## src/hw/mmu_check_pkg.sv

```systemverilog
package mmu_check_pkg;

  // Register offsets on the plain register port
  localparam logic [7:0] CTRL_OFFSET       = 8'h00;
  localparam logic [7:0] DOMAIN_CTRL_OFFSET = 8'h04;
  localparam logic [7:0] FAULT_STATUS_OFFSET = 8'h08;
  localparam logic [7:0] FAULT_ADDR_OFFSET  = 8'h0C;

  // Control register fields
  localparam int CTRL_ALIGN_EN_BIT = 0;
  localparam int CTRL_SYSTEM_BIT   = 1;
  localparam int CTRL_ROM_BIT      = 2;
  localparam int CTRL_DUAL_POL_BIT = 3;
  localparam int CTRL_WIDTH        = 4;
  localparam logic [3:0] CTRL_RESET = 4'h0;

  // Fault status register fields
  localparam int STATUS_CODE_LSB   = 0;
  localparam int STATUS_DOM_LSB    = 4;
  localparam int STATUS_DVALID_BIT = 8;
  localparam int STATUS_WIDTH      = 9;
  localparam logic [8:0]  STATUS_RESET     = 9'h000;
  localparam logic [31:0] FAULT_ADDR_RESET = 32'h0000_0000;
  localparam logic [31:0] DACR_RESET       = 32'h0000_0000;

  // Descriptor fields
  localparam int DESC_CB_LSB   = 2;
  localparam int DESC_DOM_LSB  = 5;
  localparam int SEC_AP_LSB    = 10;
  localparam int PAGE_AP_LSB   = 4;
  localparam logic [1:0] L1_SECTION  = 2'h2;
  localparam logic [1:0] L1_PAGE_TBL = 2'h1;
  localparam logic [1:0] L2_LARGE    = 2'h1;
  localparam logic [1:0] L2_SMALL    = 2'h2;

  // Domain access values
  localparam logic [1:0] DOM_NO_ACCESS = 2'h0;
  localparam logic [1:0] DOM_CLIENT    = 2'h1;
  localparam logic [1:0] DOM_RESERVED  = 2'h2;
  localparam logic [1:0] DOM_MANAGER   = 2'h3;

  // Access sizes
  localparam logic [1:0] SIZE_BYTE = 2'h0;
  localparam logic [1:0] SIZE_HALF = 2'h1;
  localparam logic [1:0] SIZE_WORD = 2'h2;

  // Fault cause codes
  localparam logic [3:0] FC_TERMINAL    = 4'h2;
  localparam logic [3:0] FC_VECTOR      = 4'h0;
  localparam logic [3:0] FC_ALIGN       = 4'h1;
  localparam logic [3:0] FC_XLAT_EXT_L1 = 4'hC;
  localparam logic [3:0] FC_XLAT_EXT_L2 = 4'hE;
  localparam logic [3:0] FC_TRANS_SEC   = 4'h5;
  localparam logic [3:0] FC_TRANS_PAGE  = 4'h7;
  localparam logic [3:0] FC_DOM_SEC     = 4'h9;
  localparam logic [3:0] FC_DOM_PAGE    = 4'hB;
  localparam logic [3:0] FC_PERM_SEC    = 4'hD;
  localparam logic [3:0] FC_PERM_PAGE   = 4'hF;
  localparam logic [3:0] FC_LINE_SEC    = 4'h4;
  localparam logic [3:0] FC_LINE_PAGE   = 4'h6;
  localparam logic [3:0] FC_NLINE_SEC   = 4'h8;
  localparam logic [3:0] FC_NLINE_PAGE  = 4'hA;

endpackage : mmu_check_pkg

```

## src/hw/mmu_access_check.sv

```systemverilog
// What this block does
// - Cacheable pages may be cached and allow speculative instruction prefetch.
// - Bufferable pages may hold writes in the write buffer, unordered.
// - With both policies, attribute 10 is write-through and 11 write-back.
// - With one policy, C is cache enable and B write buffer enable.
// - Access lacking granted permission, per S and R bits, raises permission fault.
// - Sixteen domains, each a 2-bit field selected by descriptor domain number.
// - Domain value 00 means no access: every access gets a domain fault.
// - Domain value 01 is client: permission bits are also checked.
// - Domain value 11 is manager: permission bits ignored, no permission fault.
// - Aborted fetch is flagged; prefetch abort only if the instruction executes.
// - Aborted data access raises a data abort at once.
// - Memory-management aborts stop the access before any external cycle.
// - Data abort records code and domain in status, address in address register.
// - Prefetch aborts leave status and address registers unchanged.
// - Only the highest priority abort of one data access is reported.
// - Terminal 0010, vector 0000, alignment 0001.
// - External abort on table fetch: 1100 first level, 1110 second level.
// - External abort on line fetch: 0100 section, 0110 page.
// - External abort on non-line fetch: 1000 section, 1010 page.
// - Faults before a domain is loaded record an invalid domain.
// - Section domain uses first-level descriptor; page checked at second level.
module mmu_access_check (
  // Clock and reset
  input  wire logic        i_sys_clk,
  input  wire logic        i_sys_rst,
  // Register port
  input  wire logic [7:0]  i_reg_addr,
  input  wire logic [31:0] i_reg_wdata,
  input  wire logic        i_reg_wr,
  input  wire logic        i_reg_rd,
  output logic      [31:0] o_reg_rdata,
  // Access request from the core, descriptors from the walker
  input  wire logic        i_acc_valid,
  input  wire logic [31:0] i_acc_vaddr,
  input  wire logic        i_acc_fetch,
  input  wire logic        i_acc_write,
  input  wire logic [1:0]  i_acc_size,
  input  wire logic        i_acc_priv,
  input  wire logic        i_acc_linefetch,
  input  wire logic        i_acc_terminal,
  input  wire logic        i_acc_vector,
  input  wire logic [31:0] i_l1_desc,
  input  wire logic        i_l1_ext_abort,
  input  wire logic [31:0] i_l2_desc,
  input  wire logic        i_l2_ext_abort,
  // External memory side
  output logic             o_mem_start,
  output logic      [31:0] o_mem_paddr,
  output logic             o_mem_write,
  output logic             o_mem_linefetch,
  output logic             o_mem_cacheable,
  output logic             o_mem_bufferable,
  output logic             o_mem_writeback,
  output logic             o_mem_prefetch_ok,
  input  wire logic        i_mem_abort,
  // Abort signalling to the core
  output logic             o_data_abort,
  output logic             o_fetch_done,
  output logic             o_fetch_abort_flag,
  input  wire logic        i_exec_valid,
  input  wire logic        i_exec_abort_flag,
  output logic             o_prefetch_abort
);

  logic [3:0]  ctrl_q;
  logic [31:0] dacr_q;
  logic [8:0]  status_q;
  logic [31:0] fault_addr_q;

  // Access permission decode; encodings of the bits are fixed here
  function automatic logic perm_ok(input logic [1:0] ap, input logic sys, input logic rom,
                                   input logic priv, input logic wr);
    logic ok;
    ok = 1'b0;
    unique case (ap)
      2'h0: ok = !wr && ((sys && priv) || rom);
      2'h1: ok = priv;
      2'h2: ok = priv || !wr;
      2'h3: ok = 1'b1;
    endcase
    return ok;
  endfunction : perm_ok

  // Descriptor decode
  logic [1:0]  l1_type;
  logic [1:0]  l2_type;
  logic        is_section;
  logic        is_page;
  logic        l1_bad;
  logic        l2_bad;
  logic [3:0]  dom_num;
  logic [1:0]  dom_mode;
  logic [1:0]  sub_idx;
  logic [1:0]  ap_sel;
  logic [1:0]  cb_sel;
  logic        misaligned;
  logic        access_ok;
  logic [31:0] paddr;

  assign l1_type    = i_l1_desc[1:0];
  assign l2_type    = i_l2_desc[1:0];
  assign is_section = (l1_type == mmu_check_pkg::L1_SECTION);
  assign is_page    = (l1_type == mmu_check_pkg::L1_PAGE_TBL);
  assign l1_bad     = !is_section && !is_page;
  assign l2_bad     = (l2_type != mmu_check_pkg::L2_LARGE)
                   && (l2_type != mmu_check_pkg::L2_SMALL);
  assign dom_num    = i_l1_desc[mmu_check_pkg::DESC_DOM_LSB +: 4];
  assign dom_mode   = dacr_q[{dom_num, 1'b0} +: 2];
  assign sub_idx    = (l2_type == mmu_check_pkg::L2_LARGE) ? i_acc_vaddr[15:14]
                                                            : i_acc_vaddr[11:10];
  assign ap_sel     = is_section ? i_l1_desc[mmu_check_pkg::SEC_AP_LSB +: 2]
                                 : i_l2_desc[mmu_check_pkg::PAGE_AP_LSB + {sub_idx, 1'b0} +: 2];
  assign cb_sel     = is_section ? i_l1_desc[mmu_check_pkg::DESC_CB_LSB +: 2]
                                 : i_l2_desc[mmu_check_pkg::DESC_CB_LSB +: 2];
  assign access_ok  = perm_ok(ap_sel, ctrl_q[mmu_check_pkg::CTRL_SYSTEM_BIT],
                              ctrl_q[mmu_check_pkg::CTRL_ROM_BIT], i_acc_priv, i_acc_write);
  assign misaligned = ((i_acc_size == mmu_check_pkg::SIZE_WORD) && (i_acc_vaddr[1:0] != 2'h0))
                   || ((i_acc_size == mmu_check_pkg::SIZE_HALF) && i_acc_vaddr[0]);

  always_comb begin
    if (is_section) begin
      paddr = {i_l1_desc[31:20], i_acc_vaddr[19:0]};
    end else if (l2_type == mmu_check_pkg::L2_LARGE) begin
      paddr = {i_l2_desc[31:16], i_acc_vaddr[15:0]};
    end else begin
      paddr = {i_l2_desc[31:12], i_acc_vaddr[11:0]};
    end
  end

  // Prioritised fault encoder; earlier branches mask later ones
  logic       fault;
  logic [3:0] fault_code;
  logic       dom_valid;

  always_comb begin
    fault      = 1'b1;
    fault_code = mmu_check_pkg::FC_VECTOR;
    dom_valid  = 1'b0;
    if (i_acc_terminal) begin
      fault_code = mmu_check_pkg::FC_TERMINAL;
    end else if (i_acc_vector && !i_acc_fetch) begin
      fault_code = mmu_check_pkg::FC_VECTOR;
    end else if (ctrl_q[mmu_check_pkg::CTRL_ALIGN_EN_BIT] && !i_acc_fetch && misaligned) begin
      fault_code = mmu_check_pkg::FC_ALIGN;
    end else if (i_l1_ext_abort) begin
      fault_code = mmu_check_pkg::FC_XLAT_EXT_L1;
    end else if (l1_bad) begin
      fault_code = mmu_check_pkg::FC_TRANS_SEC;
    end else if (is_page && i_l2_ext_abort) begin
      fault_code = mmu_check_pkg::FC_XLAT_EXT_L2;
      dom_valid  = 1'b1;
    end else if (is_page && l2_bad) begin
      fault_code = mmu_check_pkg::FC_TRANS_PAGE;
      dom_valid  = 1'b1;
    end else if ((dom_mode == mmu_check_pkg::DOM_NO_ACCESS)
              || (dom_mode == mmu_check_pkg::DOM_RESERVED)) begin
      fault_code = is_section ? mmu_check_pkg::FC_DOM_SEC : mmu_check_pkg::FC_DOM_PAGE;
      dom_valid  = 1'b1;
    end else if ((dom_mode == mmu_check_pkg::DOM_CLIENT) && !access_ok) begin
      fault_code = is_section ? mmu_check_pkg::FC_PERM_SEC : mmu_check_pkg::FC_PERM_PAGE;
      dom_valid  = 1'b1;
    end else begin
      fault      = 1'b0;
    end
  end

  logic req_data_abort;
  logic req_fetch_abort;
  assign req_data_abort  = i_acc_valid && !i_acc_fetch && fault;
  assign req_fetch_abort = i_acc_valid && i_acc_fetch && fault;

  // Context of the access now in flight externally, for later memory aborts
  logic        ctx_data_q;
  logic        ctx_page_q;
  logic        ctx_line_q;
  logic [3:0]  ctx_dom_q;
  logic [31:0] ctx_vaddr_q;

  always_ff @(posedge i_sys_clk) begin
    if (i_sys_rst) begin
      ctx_data_q  <= 1'b0;
      ctx_page_q  <= 1'b0;
      ctx_line_q  <= 1'b0;
      ctx_dom_q   <= 4'h0;
      ctx_vaddr_q <= 32'h0000_0000;
    end else if (i_acc_valid && !fault) begin
      ctx_data_q  <= !i_acc_fetch;
      ctx_page_q  <= is_page;
      ctx_line_q  <= i_acc_linefetch;
      ctx_dom_q   <= dom_num;
      ctx_vaddr_q <= i_acc_vaddr;
    end
  end

  logic [3:0] mem_code;
  logic       mem_data_abort;
  logic       mem_fetch_abort;
  assign mem_code = ctx_line_q
                  ? (ctx_page_q ? mmu_check_pkg::FC_LINE_PAGE : mmu_check_pkg::FC_LINE_SEC)
                  : (ctx_page_q ? mmu_check_pkg::FC_NLINE_PAGE
                                : mmu_check_pkg::FC_NLINE_SEC);
  assign mem_data_abort  = i_mem_abort && ctx_data_q;
  assign mem_fetch_abort = i_mem_abort && !ctx_data_q;

  // External cycle launch with attributes
  always_ff @(posedge i_sys_clk) begin
    if (i_sys_rst) begin
      o_mem_start       <= 1'b0;
      o_mem_paddr       <= 32'h0000_0000;
      o_mem_write       <= 1'b0;
      o_mem_linefetch   <= 1'b0;
      o_mem_cacheable   <= 1'b0;
      o_mem_bufferable  <= 1'b0;
      o_mem_writeback   <= 1'b0;
      o_mem_prefetch_ok <= 1'b0;
    end else begin
      o_mem_start <= i_acc_valid && !fault;
      if (i_acc_valid && !fault) begin
        o_mem_paddr       <= paddr;
        o_mem_write       <= i_acc_write;
        o_mem_linefetch   <= i_acc_linefetch;
        o_mem_cacheable   <= cb_sel[1];
        o_mem_prefetch_ok <= cb_sel[1];
        // Dual policy: every cached page is buffered, B picks write-back
        if (ctrl_q[mmu_check_pkg::CTRL_DUAL_POL_BIT]) begin
          o_mem_bufferable <= cb_sel[1] || cb_sel[0];
          o_mem_writeback  <= cb_sel[1] && cb_sel[0];
        end else begin
          o_mem_bufferable <= cb_sel[0];
          o_mem_writeback  <= 1'b0;
        end
      end
    end
  end

  // Abort signalling to the core
  always_ff @(posedge i_sys_clk) begin
    if (i_sys_rst) begin
      o_data_abort       <= 1'b0;
      o_fetch_done       <= 1'b0;
      o_fetch_abort_flag <= 1'b0;
    end else begin
      o_data_abort       <= req_data_abort || mem_data_abort;
      o_fetch_done       <= (i_acc_valid && i_acc_fetch) || mem_fetch_abort;
      o_fetch_abort_flag <= req_fetch_abort || mem_fetch_abort;
    end
  end

  // Flag only bites once the tagged instruction actually executes
  assign o_prefetch_abort = i_exec_valid && i_exec_abort_flag;

  // Register file; hardware abort capture wins over a software write
  always_ff @(posedge i_sys_clk) begin
    if (i_sys_rst) begin
      ctrl_q <= mmu_check_pkg::CTRL_RESET;
      dacr_q <= mmu_check_pkg::DACR_RESET;
    end else if (i_reg_wr) begin
      if (i_reg_addr == mmu_check_pkg::CTRL_OFFSET) begin
        ctrl_q <= i_reg_wdata[mmu_check_pkg::CTRL_WIDTH-1:0];
      end
      if (i_reg_addr == mmu_check_pkg::DOMAIN_CTRL_OFFSET) begin
        dacr_q <= i_reg_wdata;
      end
    end
  end

  always_ff @(posedge i_sys_clk) begin
    if (i_sys_rst) begin
      status_q     <= mmu_check_pkg::STATUS_RESET;
      fault_addr_q <= mmu_check_pkg::FAULT_ADDR_RESET;
    end else if (mem_data_abort) begin
      // Memory abort belongs to the older access, so it is logged instead of a new data abort
      status_q     <= {1'b1, ctx_dom_q, mem_code};
      fault_addr_q <= ctx_vaddr_q;
    end else if (req_data_abort) begin
      status_q     <= {dom_valid, dom_valid ? dom_num : 4'h0, fault_code};
      fault_addr_q <= i_acc_vaddr;
    end else if (i_reg_wr) begin
      if (i_reg_addr == mmu_check_pkg::FAULT_STATUS_OFFSET) begin
        status_q <= i_reg_wdata[mmu_check_pkg::STATUS_WIDTH-1:0];
      end
      if (i_reg_addr == mmu_check_pkg::FAULT_ADDR_OFFSET) begin
        fault_addr_q <= i_reg_wdata;
      end
    end
  end

  always_ff @(posedge i_sys_clk) begin
    if (i_sys_rst) begin
      o_reg_rdata <= 32'h0000_0000;
    end else if (i_reg_rd) begin
      unique case (i_reg_addr)
        mmu_check_pkg::CTRL_OFFSET:         o_reg_rdata <= {28'h0000000, ctrl_q};
        mmu_check_pkg::DOMAIN_CTRL_OFFSET:  o_reg_rdata <= dacr_q;
        mmu_check_pkg::FAULT_STATUS_OFFSET: o_reg_rdata <= {23'h000000, status_q};
        mmu_check_pkg::FAULT_ADDR_OFFSET:   o_reg_rdata <= fault_addr_q;
        default:                            o_reg_rdata <= 32'h0000_0000;
      endcase
    end else begin
      o_reg_rdata <= 32'h0000_0000;
    end
  end
endmodule : mmu_access_check

```

## config.mk

```make
export PLATFORM = sky130hd
export DESIGN_NAME = mmu_access_check
export DESIGN_NICKNAME = d
export VERILOG_FILES = /design/src/hw/mmu_check_pkg.sv /design/src/hw/mmu_access_check.sv
export SDC_FILE = /design/constraint.sdc
export NUM_CORES = 1
export LEC_CHECK = 0
export ABC_CLOCK_PERIOD_IN_PS = 2600
export BUFFER_PORTS_ARGS = -buffer_cell sky130_fd_sc_hd__buf_2
export CAP_MARGIN = 0
export CELL_PAD_IN_SITES_DETAIL_PLACEMENT = 1
export CELL_PAD_IN_SITES_GLOBAL_PLACEMENT = 1
export CORE_MARGIN = 2
export CORE_UTILIZATION = 35
export DETAILED_ROUTE_END_ITERATION = 12
export PLACE_DENSITY_LB_ADDON = 0.2
export SYNTH_ARGS = -nofsm -noshare
export SYNTH_HDL_FRONTEND = slang
export SYNTH_SLANG_ARGS = --single-unit
```

## constraint.sdc

```tcl
create_clock -name i_sys_clk -period 2.6 [get_ports i_sys_clk]
set_input_delay 0.26 -clock i_sys_clk [delete_from_list [all_inputs] [get_ports i_sys_clk]]
set_output_delay 0.26 -clock i_sys_clk [all_outputs]
set_load 0.03 [all_outputs]
```

After elaboration in Yosys (flattened, before gate mapping):

Cells that the tools add are included.

* bitwise logic cells: 1
* muxes and demuxes: 46
* shift operators: 2
* equal/unequal tests: 15
* reductions and logical operators: 48
* $add $sub $neg: 1

Operators with widths (number)
* two-way mux 32 bit: 5
* case mux 32 bit (4 select lines): 1
* two-way mux 4 bit: 11
* two-way mux 9 bit: 4
* indexed part select 32 x 5 -> 2 bit: 1
* indexed part select 32 x 6 -> 2 bit: 1
* logical AND 1 bit: 21
* == test 8 x 4 -> 1 bit, second input constant: 2
* two-way mux 1 bit: 16
* two-way mux 16 bit: 1
* two-way mux 2 bit: 7
* == test 2 x 1 -> 1 bit, second input constant: 5
* == test 2 bit, second input constant: 5
* nonzero test 3 bit: 3
* == test 8 x 3 -> 1 bit, second input constant: 1
* zero test 8 bit: 1
* logical OR 1 bit: 8
* AND reduction 2 bit: 4
* zero test 1 bit: 7
* adder 3 x 3 -> 4 bit, first input constant: 1
* zero test 2 bit: 2
* case mux 1 bit (4 select lines): 1
* inequality test 2 x 1 -> 1 bit, second input constant: 1
* inequality test 2 bit, second input constant: 1
* other kinds (3): 3

* register bits after elaboration: 188
* output and inout port bits: 75
* logic and storage cells: 132

Longest topological paths before layout:

Gate-level depths: netlist of run 1.

* word-level depth: 21
* mapped depth: 14

Worst setup path after synthesis of run 1:

Ideal clock, no wire load.

* path type: input to register
* start point: input i_l2_desc[1]
* end point: register fault_addr_q[0]
* setup time: 0.092 ns
* arrival time: 2.696 ns
* stages: 13
* setup slack: -0.188 ns
* path buffers: 3
* required time: 2.508 ns
* cell sequence: inv_1 ha_1 buf_2 o32ai_1 a221oi_1 a211oi_1 a2bb2oi_2 o21a_1 nor2_2 or4_1 buf_2 buf_2 o32ai_1

* cells in the longest elaborated chain, start to end: 21

Ends and longest elaborated chain
* start, declared: line mmu_access_check.sv:45 `input wire logic [31:0] i_l2_desc,`
* == test 2 x 1 -> 1 bit: line mmu_access_check.sv:110 `assign sub_idx = (l2_type == mmu_check_pkg::L2_LARGE) ? i_acc_vaddr[15:14]`
* two-way mux 2 bit: line mmu_access_check.sv:110
* adder 3 x 3 -> 4 bit: line mmu_access_check.sv:113 `: i_l2_desc[mmu_check_pkg::PAGE_AP_LSB + {sub_idx, 1'b0} +: 2];`
* indexed part select 32 x 5 -> 2 bit: line mmu_access_check.sv:113
* two-way mux 2 bit: line mmu_access_check.sv:112 `assign ap_sel = is_section ? i_l1_desc[mmu_check_pkg::SEC_AP_LSB +: 2]`
* == test 2 bit, or another cell as far along: line mmu_access_check.sv:76 `unique case (ap)`
* case mux 1 bit (4 select lines): line mmu_access_check.sv:76
* zero test 1 bit: line mmu_access_check.sv:160 `end else if ((dom_mode == mmu_check_pkg::DOM_CLIENT) && !access_ok) begin`
* [5 not listed]
* two-way mux 1 bit *: line mmu_access_check.sv:148 `end else if (l1_bad) begin`
* two-way mux 1 bit *: line mmu_access_check.sv:146 `end else if (i_l1_ext_abort) begin`
* two-way mux 1 bit *: line mmu_access_check.sv:144 `end else if (ctrl_q[mmu_check_pkg::CTRL_ALIGN_EN_BIT] && !i_acc_fetch && misaligned) begin`
* two-way mux 1 bit *: line mmu_access_check.sv:142 `end else if (i_acc_vector && !i_acc_fetch) begin`
* two-way mux 1 bit *: line mmu_access_check.sv:140 `if (i_acc_terminal) begin`
* logical AND 1 bit *: line mmu_access_check.sv:170 `assign req_data_abort = i_acc_valid && !i_acc_fetch && fault;`
* nonzero test 3 bit (no source line) / two-way mux 32 bit (equally long branches)
* AND reduction 2 bit (no source line) / two-way mux 32 bit (equally long branches)
* end signal, assigned: line mmu_access_check.sv:271 `fault_addr_q <= mmu_check_pkg::FAULT_ADDR_RESET;`
* end signal, assigned: line mmu_access_check.sv:275 `fault_addr_q <= ctx_vaddr_q;`
* end signal, assigned: line mmu_access_check.sv:278 `fault_addr_q <= i_acc_vaddr;`
* end, declared: line mmu_access_check.sv:69 `logic [31:0] fault_addr_q;`

Every way passes the cells marked *; elsewhere a longest branch is shown, timed or not.
A chain may end at the register's enable or synchronous reset.

Worst setup path after layout of run 1:

* start point: register dacr_q[31]
* end point: register fault_addr_q[31]

* cells in the longest elaborated chain, start to end: 15

Ends and longest elaborated chain
* start, declared: line mmu_access_check.sv:67 `logic [31:0] dacr_q;`
* start signal, assigned: line mmu_access_check.sv:257 `dacr_q <= mmu_check_pkg::DACR_RESET;`
* start signal, assigned: line mmu_access_check.sv:263 `dacr_q <= i_reg_wdata;`
* indexed part select 32 x 6 -> 2 bit *: line mmu_access_check.sv:109 `assign dom_mode = dacr_q[{dom_num, 1'b0} +: 2];`
* == test 2 x 1 -> 1 bit: line mmu_access_check.sv:160
* logical AND 1 bit: line mmu_access_check.sv:160
* two-way mux 1 bit: line mmu_access_check.sv:160
* two-way mux 1 bit *: line mmu_access_check.sv:156 `end else if ((dom_mode == mmu_check_pkg::DOM_NO_ACCESS)`
* two-way mux 1 bit *: line mmu_access_check.sv:153 `end else if (is_page && l2_bad) begin`
* two-way mux 1 bit *: line mmu_access_check.sv:150 `end else if (is_page && i_l2_ext_abort) begin`
* two-way mux 1 bit *: line mmu_access_check.sv:148
* two-way mux 1 bit *: line mmu_access_check.sv:146
* two-way mux 1 bit *: line mmu_access_check.sv:144
* two-way mux 1 bit *: line mmu_access_check.sv:142
* two-way mux 1 bit *: line mmu_access_check.sv:140
* logical AND 1 bit *: line mmu_access_check.sv:170
* nonzero test 3 bit (no source line) / two-way mux 32 bit (equally long branches)
* AND reduction 2 bit (no source line) / two-way mux 32 bit (equally long branches)

Marks and branches as above.

==> impl_metrics.env, run 1 <==
export IMPL_numCtsBuffers=17
export IMPL_synth_main_ff_cell="dfxtp_1"
export IMPL_slew_limit_headroom=0.457
export IMPL_area_growth_syn_to_layout_pct=40.1
export IMPL_fin_crit_ps=2770
export IMPL_die_area_mm2=0.0243
export IMPL_path_class="register to register"
export IMPL_dr_total_vias=8214
export IMPL_netlist_area_mm2=0.00806
export IMPL_grt_pass1_vias=8327
export IMPL_ys_seq_elements=176
export IMPL_clock_latency_ps=440
export IMPL_drt_iter0_markers=545
export IMPL_die_height_um=156
export IMPL_violations="setup timing"
export IMPL_rsz0062_at_grt="yes"
export IMPL_drt_pass1_iterations=5
export IMPL_pre_cts_slack_ps=-540
export IMPL_p_switching_mw=1.61
export IMPL_finalPower_mw=6.29
export IMPL_clk_pin_slew_ps=70
export IMPL_critPathMostFrequentCell="mux4_2"
export IMPL_wl_met2_um=15800
export IMPL_layout_nets=1360
export IMPL_cp_required_ps=2940
export IMPL_synth_edf_count=0
export IMPL_grt_max_degree=63
export IMPL_drive_above_1_share=0.386
export IMPL_whs_ps=68.7
export IMPL_drt_wl_total_um=32800
export IMPL_hold_path_end="dacr_q[20]$_SDFFE_PP0P_"
export IMPL_start_util=0.356
export IMPL_synthTopCellsByArea="dfxtp_1 44%, nand2_1 7.7%, mux2i_1 5.7%"
export IMPL_finalSetupViolations=88
export IMPL_syn_nets=1099
export IMPL_critPathBufInv=1
export IMPL_worst_ir_drop_vdd_mv=0.353
export IMPL_grt_usage=0.257
export IMPL_p_comb_frac=0.121
export IMPL_report_final_slew_viol_count=0
export IMPL_dr_wl_met3_um=1780
export IMPL_status="finished, violations left"
export IMPL_ys_seq_area_frac=0.437
export IMPL_num_antenna_cells=0
export IMPL_worstSetupEndpointType="register"
export IMPL_rr_worst_depth=8
export IMPL_rows=55
export IMPL_wl_met1_um=14400
export IMPL_final_setup_worst_slack_ps=-174
export IMPL_die_width_um=156
export IMPL_worstReg2RegStart="dacr_q[31]$_SDFFE_PP0P_"
export IMPL_synth_top_area_frac=0.437
export IMPL_p_leak_nw=4.72
export IMPL_rrSetupSlack_ps=-170
export IMPL_power_density_mw_per_mm2=557
export IMPL_fin_crit_sh=1.07
export IMPL_place_gp_congestion=0.817
export IMPL_worst_pin_slew_ps=813
export IMPL_cts_tree="done"
export IMPL_clock_sinks=176
export IMPL_hold_path_startpoint="i_reg_wdata[20]"
export IMPL_vias_per_cell=5.47
export IMPL_antenna_found_initial=0
export IMPL_htree_levels=4
export IMPL_timing_fmax_mhz=360
export IMPL_worstSetupPathDepth=8
export IMPL_yosysWarnings=0
export IMPL_gr_total_overflow=0
export IMPL_cp_cell_sequence="mux4_2 > mux4_2 > a31o_4 > o21ai_4 > a211oi_2 > or2_4 > buf_12 > o32ai_2"
export IMPL_async_flop_share=0
export IMPL_clkPwrFrac=0.439
export IMPL_switching_share=0.255
export IMPL_hold_path_class="input port to register"
export IMPL_place_hpwl_um=22100
export IMPL_routed_top_layer="met4"
export IMPL_p_int_mw=4.68
export IMPL_clock_path_buffers=2
export IMPL_coreArea_mm2=0.0226
export IMPL_wl_per_cell_um=21.8
export IMPL_cpPeakStageDelay_ps=530
export IMPL_crit_path_start_kind="register"
export IMPL_clockRootBuffer="clkbuf_16"
export IMPL_hold_violations=0
export IMPL_layout_common_cells="217 x buf_2, 165 x dfxtp_1, 163 x nand2_1"
export IMPL_synth_top_area_cell="dfxtp_1"
export IMPL_grt_first_pass_wirelength_um=47600
export IMPL_synth_avg_cell_area_um2=8.55
export IMPL_hold_buffers=0
export IMPL_arrival_ps=3120
export IMPL_final_antenna_net_count=0
export IMPL_num_io_pins=229
export IMPL_drc_errors=0
export IMPL_drv_cap=0
export IMPL_layout_commonest_cell="buf_2"
export IMPL_cp_max_fo=13
export IMPL_ys_types=54
export IMPL_cp_top_family="multiplexers"
export IMPL_worstReg2RegEnd="fault_addr_q[31]$_SDFFE_PP0P_"
export IMPL_port_buffers=218
export IMPL_crit_slowest_cell="mux4_2"
export IMPL_worstHoldPathCells=3
export IMPL_synthCells=942
export IMPL_fin_worst_skew_ps=8.34
export IMPL_finalSetupTns_ps=-5490
export IMPL_p_seq_frac=0.440
==> tightest hold or removal path, cell delays in order <==
cell and delay [ps]:
buf_2 100, nand2_1 50, a21oi_1 50
==> worst max-delay path by stage <==
| stage | endpoint | startpoint |
|---|---|---|
| 2_1_floorplan | fault_addr_q[0]$_SDFFE_PP0P_ | i_l1_desc[5] |
| 3_3_place_gp | fault_addr_q[1]$_SDFFE_PP0P_ | i_l2_desc[1] |
| 3_5_place_dp | fault_addr_q[1]$_SDFFE_PP0P_ | i_l1_desc[5] |
| 4_1_cts | fault_addr_q[8]$_SDFFE_PP0P_ | dacr_q[31]$_SDFFE_PP0P_ |
| 5_1_grt | fault_addr_q[31]$_SDFFE_PP0P_ | dacr_q[15]$_SDFFE_PP0P_ |
| 6_report | fault_addr_q[31]$_SDFFE_PP0P_ | dacr_q[31]$_SDFFE_PP0P_ |
==> flip-flops by register name, summed over array words and instances, names as in the netlist, 4 cells and up <==
| register | flops |
|---|---|
| o_mem_paddr | 20 |
| ctrl_q | 4 |
| ctx_vaddr_q | 32 |
| fault_addr_q | 32 |
| ctx_dom_q | 4 |
| dacr_q | 32 |
| o_reg_rdata | 32 |
| status_q | 9 |
==> through the flow <==
step	instances	utilization	area, um^2
global route	1501	0.499	11300
finish	1501	0.499	11300
global placement	1452	0.439	9940
detailed placement	1452	0.439	9940
CTS	1495	0.482	10900
floorplan	942	-	8110
==> cell families after synthesis <==
group / after synthesis / synth area share
muxes: 68 / 0.106
DFF: 176 / 0.437
buffers and inverters: 122 / 0.0683
AOI/OAI and AO/OA: 257 / 0.219
adders and majority gates: 3 / 0.00466
and+or+nand+nor: 316 / 0.164
==> synth_stat cells, drive strengths merged, types with 15 or more instances <==
| cell | number |
|---|---|
| dfxtp | 176 |
| clkbuf | 54 |
| a21oi | 81 |
| buf | 33 |
| o21ai | 15 |
| a211oi | 47 |
| nand2 | 165 |
| mux2i | 46 |
| a21boi | 26 |
| o32ai | 28 |
| nor2 | 98 |
| inv | 35 |
==> metal layers <==
metal | vias to the layer above | track usage
li1 | 3843 | -
met1 | 4045 | 0.342
met2 | 273 | 0.432
met3 | 53 | 0.0389
met4 | 0 | 0.0799
met5 | - | 0
==> power groups by stage <==
stage                     clock, mW  combinational (mW)  sequential (mW)
after floorplan                   0               0.333             2.83
after global placement            0               0.643             2.82
after detailed placement          0               0.652             2.83
after CTS                      2.79               0.692             2.76
after global routing           2.92               0.812             2.77
final                          2.76               0.762             2.77
==> final cells by class <==
type	count	area (um^2)
Timing Repair Buffer	329	2220
Clock buffer	21	470
Fill cell	2668	11400
Tap cell	285	357
Inverter	35	131
Multi-Input combinational cell	644	4420
Clock inverter	11	155
Sequential cell	176	3540
==> repair_timing <==
action	in CTS	in global routing
buffers inserted	6	2
pin swaps	22	14
cloned	5	4
setup endpoints to repair	103	104
resized for setup	50	52
Power figures use the tool's default switching activity.
==> inputs of run 2 (changes only) <==
Settings changed: MAX_ROUTING_LAYER set to met4.
==> run 2 against run 1 <==
  * The flow still finishes with violations (setup timing)
  * Core utilization decreased by 0.23 points
  * Final area is 0.45% lower
  * Flip-flop and latch count stayed put
  * Non-clock buffer count unchanged
  * Clock skew up 1.9 ps
  * Worst hold slack gained 1.2 ps
  * Maximum frequency up 0.86%
  * Die area did not move
  * Wire length is 0.17% lower
  * Clock-buffer cell count did not move
  * Critical endpoint is now status_q[2]$_SDFFE_PP0P_
  * Largest power group unchanged
  * Highest routed layer unchanged
==> impl_metrics.env, run 2 (synthesis results as in run 1) <==
export IMPL_htree_levels=4
export IMPL_hold_path_end="dacr_q[20]$_SDFFE_PP0P_"
export IMPL_num_antenna_cells=0
export IMPL_whs_ps=70.0
export IMPL_place_gp_congestion=0.829
export IMPL_drv_cap=0
export IMPL_seq_area_mm2=0.00354
export IMPL_die_width_um=156
export IMPL_fin_worst_skew_ps=10.2
export IMPL_hold_violations=0
export IMPL_clock_latency_ps=440
export IMPL_path_class="register to register"
export IMPL_drt_wl_total_um=32700
export IMPL_gr_total_overflow=0
export IMPL_grt_pass1_vias=8324
export IMPL_worstReg2RegEnd="status_q[2]$_SDFFE_PP0P_"
export IMPL_drive_above_1_share=0.379
export IMPL_rsz0062_at_grt="yes"
export IMPL_cts_tree="done"
export IMPL_arrival_ps=3030
export IMPL_worst_ir_drop_vdd_mv=0.352
export IMPL_worstHoldPathCells=3
export IMPL_worstSetupEndpointType="register"
export IMPL_power_density_mw_per_mm2=558
export IMPL_fin_crit_ps=2750
export IMPL_hold_path_startpoint="i_reg_wdata[20]"
export IMPL_cp_required_ps=2880
export IMPL_worst_pin_slew_ps=798
export IMPL_start_util=0.356
export IMPL_rr_worst_depth=9
export IMPL_drt_pass1_iterations=5
export IMPL_finalSetupViolations=93
export IMPL_finalPower_mw=6.28
export IMPL_layout_nets=1360
export IMPL_p_leak_nw=4.70
export IMPL_port_buffers=218
export IMPL_fillers=2661
export IMPL_drc_errors=0
export IMPL_clk_pin_slew_ps=70
export IMPL_rows=55
export IMPL_report_final_slew_viol_count=0
export IMPL_area_growth_syn_to_layout_pct=39.5
export IMPL_clockRootBuffer="clkbuf_16"
export IMPL_layout_commonest_cell="buf_2"
export IMPL_die_height_um=156
export IMPL_place_hpwl_um=22100
export IMPL_vias_per_cell=5.46
export IMPL_final_setup_worst_slack_ps=-151
export IMPL_wl_per_cell_um=21.8
export IMPL_cp_max_fo=6
export IMPL_antenna_found_initial=0
export IMPL_dr_total_vias=8190
export IMPL_fin_crit_sh=1.06
export IMPL_layout_common_cells="217 x buf_2, 165 x dfxtp_1, 163 x nand2_1"
export IMPL_rrSetupSlack_ps=-150
export IMPL_hold_path_class="input port to register"
export IMPL_numCtsBuffers=17
export IMPL_drt_iter0_markers=652
export IMPL_die_area_mm2=0.0243
export IMPL_final_antenna_net_count=0
export IMPL_hold_buffers=0
export IMPL_worstReg2RegStart="dacr_q[17]$_SDFFE_PP0P_"
export IMPL_final_util=0.496
export IMPL_violations="setup timing"
export IMPL_grt_first_pass_wirelength_um=47600
export IMPL_grt_max_degree=63
export IMPL_status="finished, violations left"
export IMPL_clock_path_buffers=2
export IMPL_num_io_pins=229
export IMPL_grt_usage=0.265
export IMPL_multi_input_area_mm2=0.00437
export IMPL_crit_path_start_kind="register"
export IMPL_slew_limit_headroom=0.467
export IMPL_clock_sinks=176
export IMPL_coreArea_mm2=0.0226
export IMPL_timing_fmax_mhz=364
## run 2: worst max path at each step
| stage | endpoint | slack [ps] | depth (start not counted) | start |
|---|---|---|---|---|
| 4_1_cts | fault_addr_q[8]$_SDFFE_PP0P_ | -60 | 8 | dacr_q[31]$_SDFFE_PP0P_ |
| 3_3_place_gp | fault_addr_q[1]$_SDFFE_PP0P_ | -450 | 13 | i_l2_desc[1] |
| 5_1_grt | fault_addr_q[24]$_SDFFE_PP0P_ | -280 | 9 | dacr_q[17]$_SDFFE_PP0P_ |
| 3_5_place_dp | fault_addr_q[1]$_SDFFE_PP0P_ | -540 | 10 | i_l1_desc[5] |
| 2_1_floorplan | fault_addr_q[0]$_SDFFE_PP0P_ | -60 | 10 | i_l1_desc[5] |
| 6_report | status_q[2]$_SDFFE_PP0P_ | -150 | 9 | dacr_q[17]$_SDFFE_PP0P_ |
## run 2: report_power, final
group	switching [mW]	internal [mW]
Combinational	0.418	0.336
Clock	1.15	1.60
Sequential	0.0276	2.74
Total	1.60	4.68
## run 2: area by class of cell
| cell class | count | area share |
|---|---|---|
| multi-input combinational | 644 | 0.388 |
| sequential | 176 | 0.315 |
| timing repair buffer | 329 | 0.198 |
| clock buffer | 21 | 0.0419 |
| tap | 285 | 0.0317 |
| clock inverter | 11 | 0.0138 |
| inverter | 35 | 0.0117 |
## run 2: metrics by stage
| stage | TNS (ps) | instance area [um^2] | setup slack (ps) | instances |
|---|---|---|---|---|
| 2_1_floorplan | -1180 | 8110 | -58.8 | 942 |
| 3_3_place_gp | -38440 | 9940 | -454 | 1452 |
| 3_5_place_dp | -46920 | 9940 | -540 | 1452 |
| 4_1_cts | -1650 | 10900 | -58.6 | 1495 |
| 5_1_grt | -12000 | 11200 | -281 | 1501 |
| 6_report | -5020 | 11200 | -151 | 1501 |
## run 2: critical path, cell delays in order, from the launching register on
cell and delay (ps):
dfxtp_2 340, mux4_2 450, mux4_2 510, a31o_4 250
o21ai_4 230, buf_4 180, nand2_4 90, buf_12 190
a41oi_1 220, o22ai_1 130
## run 2: repair_timing
item,4_1_cts,5_1_grt
gates resized for setup,50,44
setup buffers,6,2
setup endpoints to repair,103,104
pin swaps,22,11
cloned,5,4
## run 2: metal layers
| metal | vias to the layer above | track usage | wire length, um |
|---|---|---|---|
| met5 | - | - | 0 |
| li1 | 3834 | - | - |
| met2 | 243 | 0.431 | 15900 |
| met3 | 53 | 0.0394 | 1540 |
| met4 | 0 | 0.0786 | 703 |
| met1 | 4060 | 0.343 | 14500 |
==> inputs of run 3 (changes only) <==
Settings changed: BUFFER_PORTS_ARGS -buffer_cell sky130_fd_sc_hd__buf_2 to -buffer_cell sky130_fd_sc_hd__buf_4.
==> run 3 against run 2 <==
  * The run still ends with setup timing left
  * Via count rose by 1.6%
  * First-iteration DRC count fell by 20%
  * Register-to-register slack got worse by 60 ps
  * Final cell count fell by 0.13%
  * Worst setup slack got worse by 56 ps
  * Global-route usage fell by 0.27 points
  * Final area rose by 3.6%
  * Non-clock buffer count fell by 1
  * Critical path type unchanged
  * Largest power group unchanged
==> impl_metrics.env, run 3 (synthesis results as in run 1) <==
export IMPL_status="finished, violations left"
export IMPL_violations="setup timing"
export IMPL_place_hpwl_um=22400
export IMPL_num_io_pins=229
export IMPL_die_width_um=156
export IMPL_clk_pin_slew_ps=70
export IMPL_final_util=0.514
export IMPL_die_height_um=156
export IMPL_wl_per_cell_um=21.6
export IMPL_hold_violations=0
export IMPL_port_buffers=218
export IMPL_antenna_found_initial=0
export IMPL_fin_worst_skew_ps=13.6
export IMPL_cts_tree="done"
export IMPL_fillers=2601
export IMPL_fin_crit_ps=2810
export IMPL_whs_ps=72.5
export IMPL_drc_errors=0
export IMPL_crit_path_start_kind="register"
export IMPL_layout_commonest_cell="buf_4"
export IMPL_cp_top_family="multiplexers"
export IMPL_cpPeakStageDelay_ps=520
export IMPL_hold_path_class="input port to register"
export IMPL_gr_total_overflow=0
export IMPL_report_final_slew_viol_count=0
export IMPL_p_switching_mw=1.61
export IMPL_power_density_mw_per_mm2=522
export IMPL_drt_pass1_iterations=5
export IMPL_rows=55
export IMPL_final_antenna_net_count=0
export IMPL_worstHoldPathCells=3
export IMPL_path_class="register to register"
export IMPL_place_gp_congestion=0.867
export IMPL_grt_usage=0.262
export IMPL_clock_latency_ps=440
export IMPL_final_setup_worst_slack_ps=-207
export IMPL_layout_common_cells="303 x buf_4, 173 x dfxtp_1, 164 x nand2_1"
export IMPL_drt_iter0_markers=524
export IMPL_num_antenna_cells=0
export IMPL_area_growth_syn_to_layout_pct=44.5
export IMPL_finalSetupViolations=103
export IMPL_hold_buffers=0
export IMPL_p_int_mw=4.47
export IMPL_clkPwrFrac=0.413
export IMPL_crit_slowest_cell="mux4_2"
export IMPL_clock_path_buffers=2
export IMPL_rsz0062_at_grt="yes"
export IMPL_rrSetupSlack_ps=-210
export IMPL_grt_pass1_vias=8628
export IMPL_p_comb_frac=0.132
export IMPL_p_seq_frac=0.455
export IMPL_layout_nets=1359
export IMPL_cp_max_fo=12
export IMPL_cp_required_ps=2870
export IMPL_slew_limit_headroom=0.485
export IMPL_drv_cap=0
export IMPL_finalNonFillerCells=1499
export IMPL_critPathBufInv=2
export IMPL_worstSetupPathDepth=9
export IMPL_die_area_mm2=0.0243
export IMPL_place_area_mm2=0.0105
export IMPL_timing_fmax_mhz=356
export IMPL_worst_ir_drop_vdd_mv=0.469
export IMPL_placedCellCount=1455
export IMPL_design_area_mm2=0.0116
export IMPL_switching_share=0.264
export IMPL_worst_pin_slew_ps=773
export IMPL_drive_above_1_share=0.368
export IMPL_finalSetupTns_ps=-8350
export IMPL_coreArea_mm2=0.0226
export IMPL_arrival_ps=3080
export IMPL_worstSetupEndpointType="register"
export IMPL_grt_max_degree=64
export IMPL_critPathMostFrequentCell="mux4_2"
export IMPL_fin_crit_sh=1.08
export IMPL_drt_wl_total_um=32400
export IMPL_numCtsBuffers=17
export IMPL_start_util=0.356
export IMPL_clockRootBuffer="clkbuf_16"
export IMPL_clock_sinks=176
export IMPL_grt_first_pass_wirelength_um=47600
export IMPL_p_leak_nw=4.73
export IMPL_htree_levels=4
export IMPL_vias_per_cell=5.55
export IMPL_rr_worst_depth=9
export IMPL_dr_total_vias=8324
export IMPL_cp_cell_sequence="mux4_2 > mux4_2 > a31o_4 > o21ai_4 > buf_4 > nand2_1 > buf_12 > a41oi_1 > o22ai_1"
run 3: per-stage QoR:
step / setup slack (ps) / power, mW
6_report: -207 / 6.08
5_1_grt: -257 / 6.26
4_1_cts: -119 / 6.04
3_5_place_dp: -554 / 3.54
3_3_place_gp: -506 / 3.53
2_1_floorplan: -58.8 / 3.16
run 3: area by class of cell:
cell class	count	area, um^2	area share
Inverter	35	131	0.0113
Timing Repair Buffer	328	2710	0.233
Tap cell	285	357	0.0306
Clock inverter	12	109	0.00935
Sequential cell	176	3530	0.303
Multi-Input combinational cell	644	4360	0.375
Clock buffer	19	443	0.0380
run 3: worst reg2reg max path: cells and delay by family, from the launching register on:
family / cells / cell delay, ps
DFF: 1 / 320
buffers and inverters: 2 / 390
AOI/OAI and AO/OA: 4 / 820
muxes: 2 / 1020
and+or+nand+nor: 1 / 100
run 3: power groups by stage:
| stage | Sequential (mW) | Clock (mW) | Combinational (mW) |
|---|---|---|---|
| 6_report | 2.77 | 2.51 | 0.802 |
| 5_1_grt | 2.77 | 2.64 | 0.854 |
| 2_1_floorplan | 2.83 | 0 | 0.333 |
| 4_1_cts | 2.77 | 2.53 | 0.748 |
| 3_3_place_gp | 2.83 | 0 | 0.706 |
| 3_5_place_dp | 2.83 | 0 | 0.717 |
run 3: layer usage:
layer  up-vias  track usage  wire length, um
met3        73       0.0519             1680
met2       314        0.431            15700
li1       3830            -                -
met4         0       0.0887             1070
met1      4107        0.324            14000
met5         -            -                0
run 3: repair_timing:
action | CTS | global route
hold endpoints to repair | 0 | 0
cloned | 2 | 5
pin swaps | 9 | 17
setup endpoints to repair | 104 | 103
buffers inserted | 3 | 3
gates resized for setup | 42 | 39
run 3: worst paths after layout:
kind | to | startpoint
hold / removal | o_mem_linefetch$_SDFFE_PP0P_ | i_acc_linefetch
setup reg to reg | status_q[2]$_SDFFE_PP0P_ | dacr_q[27]$_SDFFE_PP0P_
setup / recovery | status_q[2]$_SDFFE_PP0P_ | dacr_q[27]$_SDFFE_PP0P_
hold reg to reg | ctx_vaddr_q[25]$_SDFFE_PP0P_ | ctx_vaddr_q[25]$_SDFFE_PP0P_
